--- config.mk ---
export PLATFORM = sky130hd
export DESIGN_NAME = rlpc_top
export DESIGN_NICKNAME = d
export VERILOG_FILES = /design/src/rtl/rlpc_pkg.sv /design/src/rtl/rlpc_top.sv
export SDC_FILE = /design/constraint.sdc
export NUM_CORES = 1
export LEC_CHECK = 0
export BUFFER_PORTS_ARGS = -buffer_cell sky130_fd_sc_hd__buf_2
export CAP_MARGIN = 20
export CORE_MARGIN = 1
export CORE_UTILIZATION = 52
export DETAILED_ROUTE_END_ITERATION = 8
export PLACE_DENSITY = 0.73
export SKIP_CTS_REPAIR_TIMING = 1
export SLEW_MARGIN = 10
export SYNTH_ARGS = -nofsm -noshare
export SYNTH_HDL_FRONTEND = slang
export SYNTH_SLANG_ARGS = --single-unit
export TNS_END_PERCENT = 100
--- constraint.sdc ---
create_clock -name CLK_IN -period 4.9 [get_ports CLK_IN]
set_clock_uncertainty 0.2 [all_clocks]
set_input_delay 1.225 -clock CLK_IN [delete_from_list [all_inputs] [get_ports CLK_IN]]
set_output_delay 1.225 -clock CLK_IN [all_outputs]
set_load 0.03 [all_outputs]
--- src/rtl/rlpc_pkg.sv ---
//
// Purpose: Constants for the relative line and pointer command block.
// Assumes: 16-bit display-list words, code in bits 15:11.
// Notes:   Draw-mode field occupies bits 10:0.
//
package rlpc_pkg;

	// ****************************************************************
	// Word layout
	// ****************************************************************
	localparam int WORD_W    = 16;
	localparam int CODE_HI   = 15;
	localparam int CODE_LO   = 11;
	localparam int VALUE_BIT = 4;

	// ****************************************************************
	// Command codes
	// ****************************************************************
	localparam logic [4:0] CMD_REL_POLY  = 5'h0B;
	localparam logic [4:0] CMD_MOVE      = 5'h10;
	localparam logic [4:0] CMD_PTR_SHIFT = 5'h11;
	localparam logic [4:0] CMD_OFS_SET   = 5'h12;

	localparam logic [15:0] ZERO16 = 16'h0000;
	localparam logic [15:0] ONE16  = 16'h0001;

	typedef enum logic [3:0] {
		RLPC_HDR,
		RLPC_P0,
		RLPC_P1,
		RLPC_CNT,
		RLPC_DX,
		RLPC_DY,
		RLPC_LINE,
		RLPC_SKIP
	} rlpc_state_t;

endpackage : rlpc_pkg

--- src/rtl/rlpc_top.sv ---
//
// Purpose: Executes relative work polyline, pointer set/shift and
//          local offset commands from a display-list word stream.
// Assumes: Words arrive with valid/ready; pixel writes use valid/ready.
// Notes:   Unknown codes are skipped as header-only words.
//
// Operation
// - Code 01011 is relative polyline with 1..65535 vertices of dx/dy pairs.
// - Segments chain from the pointer; each vertex adds the next delta pair.
// - Plotted pixels get value 0 or 1 from draw_value_select.
// - After the polyline the last vertex becomes the pointer.
// - Lines rasterize with eight-neighbour steps, diagonal steps allowed.
// - Code 10000 loads pointer with absolute coordinates plus local offset.
// - Pointer set words are absolute values, not displacements.
// - Pointer is used only by relative drawing commands.
// - Absolute drawing may corrupt the pointer; host re-sets it afterward.
// - Code 10001 adds relative values to the pointer.
// - Code 10010 loads the local offset registers.
// - The local offset is added to later specified coordinates.
//
`timescale 1ns/1ps

module rlpc_top #(
	parameter int W = 16
) (
	// Clock and reset
	input  wire logic          CLK_IN,
	input  wire logic          SYS_RST_IN,
	// Display-list word stream
	input  wire logic          WORD_VALID_IN,
	input  wire logic [W-1:0]  WORD_DATA_IN,
	output logic               WORD_READY_OUT,
	// Work-plane pixel writes
	output logic               PIX_VALID_OUT,
	input  wire logic          PIX_READY_IN,
	output logic [W-1:0]       PIX_X_OUT,
	output logic [W-1:0]       PIX_Y_OUT,
	output logic               PIX_VALUE_OUT,
	// State
	output logic [W-1:0]       POINTER_X_OUT,
	output logic [W-1:0]       POINTER_Y_OUT,
	output logic [W-1:0]       OFFSET_X_OUT,
	output logic [W-1:0]       OFFSET_Y_OUT,
	output logic               BUSY_OUT
);

	// ****************************************************************
	// State
	// ****************************************************************
	rlpc_pkg::rlpc_state_t state_reg, state_next;
	logic [4:0]   code_reg, code_next;
	logic         value_reg, value_next;
	logic [W-1:0] p0_reg, p0_next;
	logic [W-1:0] cnt_reg, cnt_next;
	logic [W-1:0] dx_reg, dx_next;
	logic [W-1:0] px_reg, px_next;
	logic [W-1:0] py_reg, py_next;
	logic [W-1:0] ox_reg, ox_next;
	logic [W-1:0] oy_reg, oy_next;
	logic [W-1:0] cx_reg, cx_next;
	logic [W-1:0] cy_reg, cy_next;
	logic [W-1:0] ex_reg, ex_next;
	logic [W-1:0] ey_reg, ey_next;
	logic [W-1:0] adx_reg, adx_next;
	logic [W-1:0] ady_reg, ady_next;
	logic         sx_reg, sx_next;
	logic         sy_reg, sy_next;
	logic [W:0]   err_reg, err_next;
	logic         pv_reg, pv_next;
	logic [W-1:0] ox_pix_reg, ox_pix_next;
	logic [W-1:0] oy_pix_reg, oy_pix_next;

	logic         take;
	logic [4:0]   hdr_code;
	logic [W+1:0] e2;

	// Absolute value of a two's-complement word.
	function automatic logic [W-1:0] magn(input logic [W-1:0] v);
		magn = v[W-1] ? (~v + rlpc_pkg::ONE16[W-1:0]) : v;
	endfunction : magn

	assign hdr_code       = WORD_DATA_IN[rlpc_pkg::CODE_HI:rlpc_pkg::CODE_LO];
	assign WORD_READY_OUT = (state_reg != rlpc_pkg::RLPC_LINE);
	assign take           = WORD_VALID_IN && WORD_READY_OUT;
	assign e2             = {err_reg, 1'b0};

	// ****************************************************************
	// Next-state logic
	// ****************************************************************
	always_comb begin
		state_next  = state_reg;
		code_next   = code_reg;
		value_next  = value_reg;
		p0_next     = p0_reg;
		cnt_next    = cnt_reg;
		dx_next     = dx_reg;
		px_next     = px_reg;
		py_next     = py_reg;
		ox_next     = ox_reg;
		oy_next     = oy_reg;
		cx_next     = cx_reg;
		cy_next     = cy_reg;
		ex_next     = ex_reg;
		ey_next     = ey_reg;
		adx_next    = adx_reg;
		ady_next    = ady_reg;
		sx_next     = sx_reg;
		sy_next     = sy_reg;
		err_next    = err_reg;
		pv_next     = pv_reg;
		ox_pix_next = ox_pix_reg;
		oy_pix_next = oy_pix_reg;
		unique case (state_reg)
			rlpc_pkg::RLPC_HDR: begin
				if (take) begin
					code_next  = hdr_code;
					value_next = WORD_DATA_IN[rlpc_pkg::VALUE_BIT];
					unique case (hdr_code)
						rlpc_pkg::CMD_REL_POLY:
							state_next = rlpc_pkg::RLPC_CNT;
						rlpc_pkg::CMD_MOVE,
						rlpc_pkg::CMD_PTR_SHIFT,
						rlpc_pkg::CMD_OFS_SET:
							state_next = rlpc_pkg::RLPC_P0;
						// Other codes, absolute drawing among them, keep the pointer.
						default:
							state_next = rlpc_pkg::RLPC_HDR;
					endcase
				end
			end
			rlpc_pkg::RLPC_P0: begin
				if (take) begin
					p0_next    = WORD_DATA_IN;
					state_next = rlpc_pkg::RLPC_P1;
				end
			end
			rlpc_pkg::RLPC_P1: begin
				if (take) begin
					state_next = rlpc_pkg::RLPC_HDR;
					if (code_reg == rlpc_pkg::CMD_MOVE) begin
						px_next = p0_reg + ox_reg;
						py_next = WORD_DATA_IN + oy_reg;
					end else if (code_reg == rlpc_pkg::CMD_PTR_SHIFT) begin
						px_next = px_reg + p0_reg;
						py_next = py_reg + WORD_DATA_IN;
					end else begin
						ox_next = p0_reg;
						oy_next = WORD_DATA_IN;
					end
				end
			end
			rlpc_pkg::RLPC_CNT: begin
				if (take) begin
					cnt_next   = WORD_DATA_IN;
					cx_next    = px_reg;
					cy_next    = py_reg;
					state_next = (WORD_DATA_IN == rlpc_pkg::ZERO16[W-1:0]) ?
						rlpc_pkg::RLPC_HDR : rlpc_pkg::RLPC_DX;
				end
			end
			rlpc_pkg::RLPC_DX: begin
				if (take) begin
					dx_next    = WORD_DATA_IN;
					state_next = rlpc_pkg::RLPC_DY;
				end
			end
			rlpc_pkg::RLPC_DY: begin
				if (take) begin
					ex_next    = cx_reg + dx_reg;
					ey_next    = cy_reg + WORD_DATA_IN;
					adx_next   = magn(dx_reg);
					ady_next   = magn(WORD_DATA_IN);
					sx_next    = dx_reg[W-1];
					sy_next    = WORD_DATA_IN[W-1];
					err_next   = {1'b0, magn(dx_reg)} - {1'b0, magn(WORD_DATA_IN)};
					pv_next    = 1'b1;
					ox_pix_next = cx_reg;
					oy_pix_next = cy_reg;
					state_next = rlpc_pkg::RLPC_LINE;
				end
			end
			rlpc_pkg::RLPC_LINE: begin
				if (pv_reg && PIX_READY_IN) begin
					if (cx_reg == ex_reg && cy_reg == ey_reg) begin
						pv_next  = 1'b0;
						cnt_next = cnt_reg - rlpc_pkg::ONE16[W-1:0];
						if (cnt_reg == rlpc_pkg::ONE16[W-1:0]) begin
							px_next    = ex_reg;
							py_next    = ey_reg;
							state_next = rlpc_pkg::RLPC_HDR;
						end else begin
							state_next = rlpc_pkg::RLPC_DX;
						end
					end else begin
						// Both axes may step in one move.
						err_next = err_reg;
						if ($signed(e2) > -$signed({2'b00, ady_reg})) begin
							err_next = err_next - {1'b0, ady_reg};
							cx_next  = sx_reg ? cx_reg - rlpc_pkg::ONE16[W-1:0]
							                  : cx_reg + rlpc_pkg::ONE16[W-1:0];
						end
						if ($signed(e2) < $signed({2'b00, adx_reg})) begin
							err_next = err_next + {1'b0, adx_reg};
							cy_next  = sy_reg ? cy_reg - rlpc_pkg::ONE16[W-1:0]
							                  : cy_reg + rlpc_pkg::ONE16[W-1:0];
						end
						ox_pix_next = cx_next;
						oy_pix_next = cy_next;
					end
				end
			end
			default: state_next = rlpc_pkg::RLPC_HDR;
		endcase
	end

	// ****************************************************************
	// Registers
	// ****************************************************************
	always_ff @(posedge CLK_IN) begin
		if (SYS_RST_IN) begin
			state_reg  <= rlpc_pkg::RLPC_HDR;
			code_reg   <= 5'h00;
			value_reg  <= 1'b0;
			p0_reg     <= rlpc_pkg::ZERO16[W-1:0];
			cnt_reg    <= rlpc_pkg::ZERO16[W-1:0];
			dx_reg     <= rlpc_pkg::ZERO16[W-1:0];
			px_reg     <= rlpc_pkg::ZERO16[W-1:0];
			py_reg     <= rlpc_pkg::ZERO16[W-1:0];
			ox_reg     <= rlpc_pkg::ZERO16[W-1:0];
			oy_reg     <= rlpc_pkg::ZERO16[W-1:0];
			cx_reg     <= rlpc_pkg::ZERO16[W-1:0];
			cy_reg     <= rlpc_pkg::ZERO16[W-1:0];
			ex_reg     <= rlpc_pkg::ZERO16[W-1:0];
			ey_reg     <= rlpc_pkg::ZERO16[W-1:0];
			adx_reg    <= rlpc_pkg::ZERO16[W-1:0];
			ady_reg    <= rlpc_pkg::ZERO16[W-1:0];
			sx_reg     <= 1'b0;
			sy_reg     <= 1'b0;
			err_reg    <= '0;
			pv_reg     <= 1'b0;
			ox_pix_reg <= rlpc_pkg::ZERO16[W-1:0];
			oy_pix_reg <= rlpc_pkg::ZERO16[W-1:0];
		end else begin
			state_reg  <= state_next;
			code_reg   <= code_next;
			value_reg  <= value_next;
			p0_reg     <= p0_next;
			cnt_reg    <= cnt_next;
			dx_reg     <= dx_next;
			px_reg     <= px_next;
			py_reg     <= py_next;
			ox_reg     <= ox_next;
			oy_reg     <= oy_next;
			cx_reg     <= cx_next;
			cy_reg     <= cy_next;
			ex_reg     <= ex_next;
			ey_reg     <= ey_next;
			adx_reg    <= adx_next;
			ady_reg    <= ady_next;
			sx_reg     <= sx_next;
			sy_reg     <= sy_next;
			err_reg    <= err_next;
			pv_reg     <= pv_next;
			ox_pix_reg <= ox_pix_next;
			oy_pix_reg <= oy_pix_next;
		end
	end

	assign PIX_VALID_OUT = pv_reg;
	assign PIX_X_OUT     = ox_pix_reg;
	assign PIX_Y_OUT     = oy_pix_reg;
	assign PIX_VALUE_OUT = value_reg;
	assign POINTER_X_OUT = px_reg;
	assign POINTER_Y_OUT = py_reg;
	assign OFFSET_X_OUT  = ox_reg;
	assign OFFSET_Y_OUT  = oy_reg;
	assign BUSY_OUT      = (state_reg != rlpc_pkg::RLPC_HDR);

endmodule : rlpc_top

# ---- Word level (Yosys, flattened, before mapping)
# Cells that the tools add are included.
dict set report classes {
  n_addsub 17
  n_lt_le_gt_ge 2
  n_eq_ne 27
  n_mux 61
  bitwise 4
  n_reduce_logical 21
}
# cell n
set ops {}
lappend ops {{two-way mux 16 bit} 29}
lappend ops {{case mux 16 bit (2 select lines)} 7}
lappend ops {{two-way mux 17 bit} 8}
lappend ops {{adder 16 bit} 6}
lappend ops {{adder 16 x 1 -> 16 bit (second input constant)} 4}
lappend ops {{subtractor 16 x 1 -> 16 bit (second input constant)} 3}
lappend ops {{case mux 17 bit (2 select lines)} 1}
lappend ops {{equality test 16 bit} 2}
lappend ops {{two-way mux 4 bit} 8}
lappend ops {{inverter 16 bit} 2}
lappend ops {{case mux 4 bit (7 select lines)} 1}
lappend ops {{equality test 5 bit (second input constant)} 5}
lappend ops {{!= test 2 bit (second input constant)} 10}
lappend ops {{AND reduction 4 bit} 5}
lappend ops {{> comparator 18 bit} 1}
lappend ops {{< comparator 18 x 17 -> 1 bit} 1}
lappend ops {{negator 16 -> 18 bit} 1}
lappend ops {{adder 17 x 16 -> 17 bit} 1}
lappend ops {{subtractor 16 x 16 -> 17 bit} 1}
lappend ops {{subtractor 17 x 16 -> 17 bit} 1}
lappend ops {{equality test 16 x 1 -> 1 bit (second input constant)} 1}
lappend ops {{logical NOT 16 bit} 1}
lappend ops {{equality test 4 x 3 -> 1 bit (second input constant)} 3}
lappend ops {{equality test 4 x 2 -> 1 bit (second input constant)} 2}
lappend ops {{other kinds (17)} 28}
dict set report totals {
  regBits 270
  out_inout_bits 100
  wordCells 154
}

# ---- Logic depth before layout (Yosys ltp)
dict set report depth {
  ltp_word 11
  mapped_depth 27
}

# ---- Least setup slack after synthesis
# Ideal clock, no wire load.
dict set report synth_timing {
  path_type {flip-flop to flip-flop}
  startpoint {register ady_reg[2]}
  endpoint {register err_reg[16]}
  arrival_time_ps 5090
  required_ps 4626
  slack_ps -465
  path_stages_with_launch 27
  n_path_buf 0
  synth_period_minus_slack_ps 5365
  path_cell_list {dfxtp_1 > nor4_1 > nand2_1 > nor2_1 > nand3_1 > nor3_1 > xnor2_1 > ha_1 > nand4_1 > nor3_1 > o31a_1 > or3_1 > o211a_2 > nor2_4 > mux2_2 > inv_1 > ha_1 > inv_1 > fa_1 > nor2b_1 > o31a_1 > o2111ai_1 > a31oi_1 > o22ai_1 > xnor2_1 > or3_1 > a31oi_1}
}
dict set report synth_via {
  elab_chain_cells 11
  elab_cells_between_ends 12
  cone_classes {3 x add/sub; 1 x order compare; 8 x mux}
}
# item line_no
set synth_rtl {}
lappend synth_rtl {{start, declared} rlpc_top.sv:65} ;# logic [W-1:0] ady_reg, ady_next;
lappend synth_rtl {{start signal, assigned} rlpc_top.sv:236} ;# ady_reg <= rlpc_pkg::ZERO16[W-1:0];
lappend synth_rtl {{start signal, assigned} rlpc_top.sv:259} ;# ady_reg <= ady_next;
lappend synth_rtl {{negator 16 -> 18 bit} rlpc_top.sv:197} ;# if ($signed(e2) > -$signed({2'b00, ady_reg})) begin
lappend synth_rtl {{> comparator 18 bit} rlpc_top.sv:197}
lappend synth_rtl {{two-way mux 17 bit *} rlpc_top.sv:197}
lappend synth_rtl {{two-way mux 17 bit *} rlpc_top.sv:184} ;# if (cx_reg == ex_reg && cy_reg == ey_reg) begin
lappend synth_rtl {{two-way mux 17 bit *} rlpc_top.sv:183} ;# if (pv_reg && PIX_READY_IN) begin
lappend synth_rtl {{two-way mux 17 bit *} rlpc_top.sv:113} ;# unique case (state_reg)
lappend synth_rtl {{adder 17 x 16 -> 17 bit} rlpc_top.sv:203} ;# err_next = err_next + {1'b0, adx_reg};
lappend synth_rtl {{two-way mux 17 bit *} rlpc_top.sv:202} ;# if ($signed(e2) < $signed({2'b00, adx_reg})) begin
lappend synth_rtl {{two-way mux 17 bit *} rlpc_top.sv:184}
lappend synth_rtl {{two-way mux 17 bit *} rlpc_top.sv:183}
lappend synth_rtl {{case mux 17 bit (2 select lines) *} rlpc_top.sv:113}
lappend synth_rtl {{end signal, assigned} rlpc_top.sv:262} ;# err_reg <= err_next;
lappend synth_rtl {{end, declared} rlpc_top.sv:68} ;# logic [W:0] err_reg, err_next;
# Every way passes the cells marked *; elsewhere a longest branch is shown, timed or not. The select of a mux whose other input is x is not followed.
# A chain may end at the register's enable or synchronous reset.

# ---- Final worst setup path
# Same ends and word-level chain as after synthesis.

==> results.rst <==
.. list-table::
   :header-rows: 1

   * - Metric
     - Value
   * - Post-synth ARST share
     - 0
   * - Worst hold path class
     - reg2reg
   * - Highest-count cells in the layout ignoring fill and taps
     - nand2_1, dfxtp_1, a21oi_1
   * - Setup repair after global routing missed its margin
     - true
   * - DIE AREA
     - 38,600 um^2
   * - Number of flip-flops and latches in the synthesized netlist
     - 269
   * - Pin count of the biggest net entering global routing
     - 166
   * - Mean number of vias per cell
     - 6.24
   * - First-pass GRT wire length
     - 111,000 um
   * - Starting density of the core
     - 0.532
   * - Crit path kind
     - reg2reg
   * - F_max
     - 0.183 GHz
   * - Max-slew violations
     - 0
   * - Slew of the pin with the lowest slew margin
     - 1.18 ns
   * - Power share of the clock group
     - 0.504
   * - Detailed router's first-iteration violation count
     - 2,192
   * - Total number of clock tree sinks
     - 269
   * - Leading cell type in the layout, fill and taps excluded
     - nand2_1
   * - Arrival time of the worst setup path
     - 5.74 ns
   * - Remaining DRCs
     - 0
   * - WL per Instance
     - 22.4 um
   * - Combined area of all synthesized cells
     - 19,700 um^2
   * - Critical path required time
     - 5.17 ns
   * - Internal reg-to-reg setup slack
     - -0.57 ns
   * - Syn Area/Cell
     - 7.76 um^2
   * - Number of instances in the synthesized netlist
     - 2,535
   * - Number of inserted filler cells in the final layout
     - 3,269
   * - Violated checks
     - negative setup slack
   * - Number of antenna violations at the first check in global routing
     - 0
   * - CTS clock-pin slew for the worst setup and hold paths
     - 0.06 ns
   * - Final RePlAce weighted congestion
     - 1.01
   * - Total power density per cell area
     - 223 nW/um^2
   * - Buffers added on ports
     - 119
   * - Sum Neg Setup Slack
     - -4.39 ns
   * - Via count
     - 20,600
   * - Final clock period utilization by the worst path
     - 1.12
   * - Post-Syn Nets
     - 2,737
   * - Number of synthesized flops with an enable pin
     - 0
   * - Clock latency reported for the late side of the worst-skew pair
     - 0.56 ns
   * - Library cell contributing the largest single delay on the critical path
     - mux2_2
   * - Number of cells on the worst hold path
     - 2
   * - Clock Tree Buf Depth
     - 3
   * - Leakage
     - 10.2 nW
   * - DP HPWL
     - 54,400 um
   * - Crit Reg-Reg Endpoint
     - err_reg[16]
   * - Power dissipated by switching net loads
     - 0.00133 W
   * - Total routing resource utilization after global routing
     - 0.375
   * - Final critical delay including setup and external delays
     - 5.47 ns
   * - Destination of the worst hold path
     - PIX_X_OUT[3]
   * - Power share of the combinational group
     - 0.077
   * - Max reg flops
     - 17
   * - Number of nets at the end of the flow
     - 2,971
   * - Launch point of the worst reg-to-reg path
     - ady_reg[2]
   * - Number of distinct library cell variants in the gate-level netlist after synthesis
     - 82
   * - CTS tree
     - yes
   * - Launch instance of the worst min-delay path
     - PIX_X_OUT[3]
   * - Min setup slack post-route
     - -0.571 ns
   * - Total number of yosys warnings
     - 0
   * - Status
     - complete, but fails checks
   * - Clock root buffer
     - clkbuf_16
   * - Total CTS buffers
     - 34
   * - Nature of the critical path endpoint
     - register
   * - Fraction of layout instances using a drive strength above 1
     - 0.196
   * - Dominant synthesized flop cell
     - dfxtp_1
   * - Site Rows
     - 70
   * - Share of synthesized area occupied by flip-flops and latches
     - 0.274
   * - Placed instance count
     - 3,224
   * - Startpoint types
     - register
   * - Max Cap Violations
     - 0
   * - Biggest fanout along the worst timing path
     - 5
   * - Maximum cell stage delay along the critical path
     - 0.37 ns
   * - Final setup violating endpoints
     - 13
   * - 1st-pass router iterations
     - 6
   * - Number of cells on the worst reg-to-reg path
     - 27
   * - Number of global-route vias before repair
     - 18,700
   * - Antenna-violating nets left
     - 0
   * - Worst ir drop on vdd
     - 0.296 mV
   * - Cell-internal power
     - 0.00397 W
   * - Cell family with most CP delay
     - simple AND/OR/NAND/NOR gates
   * - Count of pins on the block boundary
     - 120
   * - Area of the core
     - 37,000 um^2
   * - Final Hold Violating Endpoints
     - 0
   * - CP bufs+invs
     - 5
   * - Worst slew margin
     - 0.209
   * - Die extent in x
     - 197 um
   * - Cell Count, Final, Fillers Out
     - 3,299
   * - Synthesis-to-layout area growth
     - 20.6%
   * - Sequential group share of total power
     - 0.419
   * - Switch share
     - 0.250
   * - Die Ht
     - 197 um
   * - Routed wire length
     - 73,800 um
   * - Final global-route overflow total
     - 0
   * - Total stage count of the critical path
     - 27
   * - Htree depth
     - 2
cells by family after synthesis:
logic type                 after synthesis  share of synthesized area
AOI/OAI and AO/OA                      751                      0.247
xor gates and xnor gates               178                     0.0792
adders and majority gates              182                      0.119
buffers and inverters                  228                     0.0460
DFF                                    269                      0.274
muxes                                   71                     0.0388
and+or+nand+nor                        856                      0.196
power groups by stage:
stage                     Sequential [W]  Combinational (W)  Clock (W)
final                            0.00222           0.000408    0.00267
after global routing             0.00222           0.000432    0.00277
after CTS                        0.00222           0.000396    0.00269
after detailed placement         0.00226           0.000393          0
after global placement           0.00226           0.000387          0
after floorplan                  0.00227           0.000215          0
worst min-delay path, cell delays in order (launching register included):
cell,delay (ns)
dfxtp_1,0.30
nand2_1,0.05
a21oi_1,0.05
layer usage:
metal,wire length (um),global-route usage
met4,2870,0.139
met5,0,0
met3,7660,0.0647
met1,32700,0.549
met2,30500,0.546
metrics by stage:
| stage | hold WS [ns] | setup slack (ns) | utilization | power [W] | instance area (um^2) |
|---|---|---|---|---|---|
| 6_report | 0.248 | -0.571 | 0.642 | 0.00529 | 23700 |
| 4_1_cts | 0.249 | -0.858 | 0.628 | 0.00530 | 23200 |
| 3_5_place_dp | 0.241 | -0.802 | 0.596 | 0.00266 | 22000 |
| 3_3_place_gp | 0.237 | -0.635 | 0.596 | 0.00265 | 22000 |
| 5_1_grt | 0.268 | -0.748 | 0.642 | 0.00541 | 23700 |
| 2_1_floorplan | 0.249 | -0.181 | - | 0.00248 | 19700 |
area by class of cell:
class / instances / area (um^2) / share of cell area
clock inverter: 15 / 185 / 0.00780
inverter: 87 / 327 / 0.0138
antenna: 3 / 7.51 / 0.000316
clock buffer: 44 / 980 / 0.0413
tap: 504 / 631 / 0.0266
timing repair buffer: 339 / 2330 / 0.0980
sequential: 269 / 5390 / 0.227
multi-input combinational: 2038 / 13900 / 0.585
synth_stat cells (all sizes together), types with 9 or more instances:
cell / count / share of area
or3: 27 / 0.0086
a21oi: 260 / 0.067
inv: 86 / 0.016
buf: 26 / 0.0075
mux2i: 29 / 0.015
xor2: 85 / 0.038
o21a: 18 / 0.0069
a211oi: 71 / 0.028
fa: 9 / 0.0092
clkbuf: 115 / 0.022
a211o: 18 / 0.0080
ha: 173 / 0.11
nand2b: 17 / 0.0054
nor3: 58 / 0.015
and2: 13 / 0.0041
and3: 17 / 0.0054
a31oi: 27 / 0.0086
nand4: 15 / 0.0048
a21o: 47 / 0.018
nand2: 369 / 0.071
mux2: 42 / 0.024
nor2: 202 / 0.039
nand3: 56 / 0.014
nor2b: 23 / 0.0073
o31ai: 29 / 0.011
a311o: 16 / 0.0081
a311oi: 21 / 0.0093
o21bai: 9 / 0.0034
o21ai: 128 / 0.033
nor4: 29 / 0.010
xnor2: 93 / 0.041
o211ai: 24 / 0.0092
dfxtp: 269 / 0.27
or2: 10 / 0.0032
worst max-delay path by stage:
stage                          start           to
after floorplan           ady_reg[5]  err_reg[16]
after global placement    ady_reg[5]  err_reg[15]
after detailed placement  ady_reg[5]  err_reg[13]
after CTS                 ady_reg[5]  err_reg[13]
after global routing      ady_reg[2]  err_reg[16]
final                     ady_reg[2]  err_reg[16]
No activity file was read; power rests on OpenSTA's default activity.
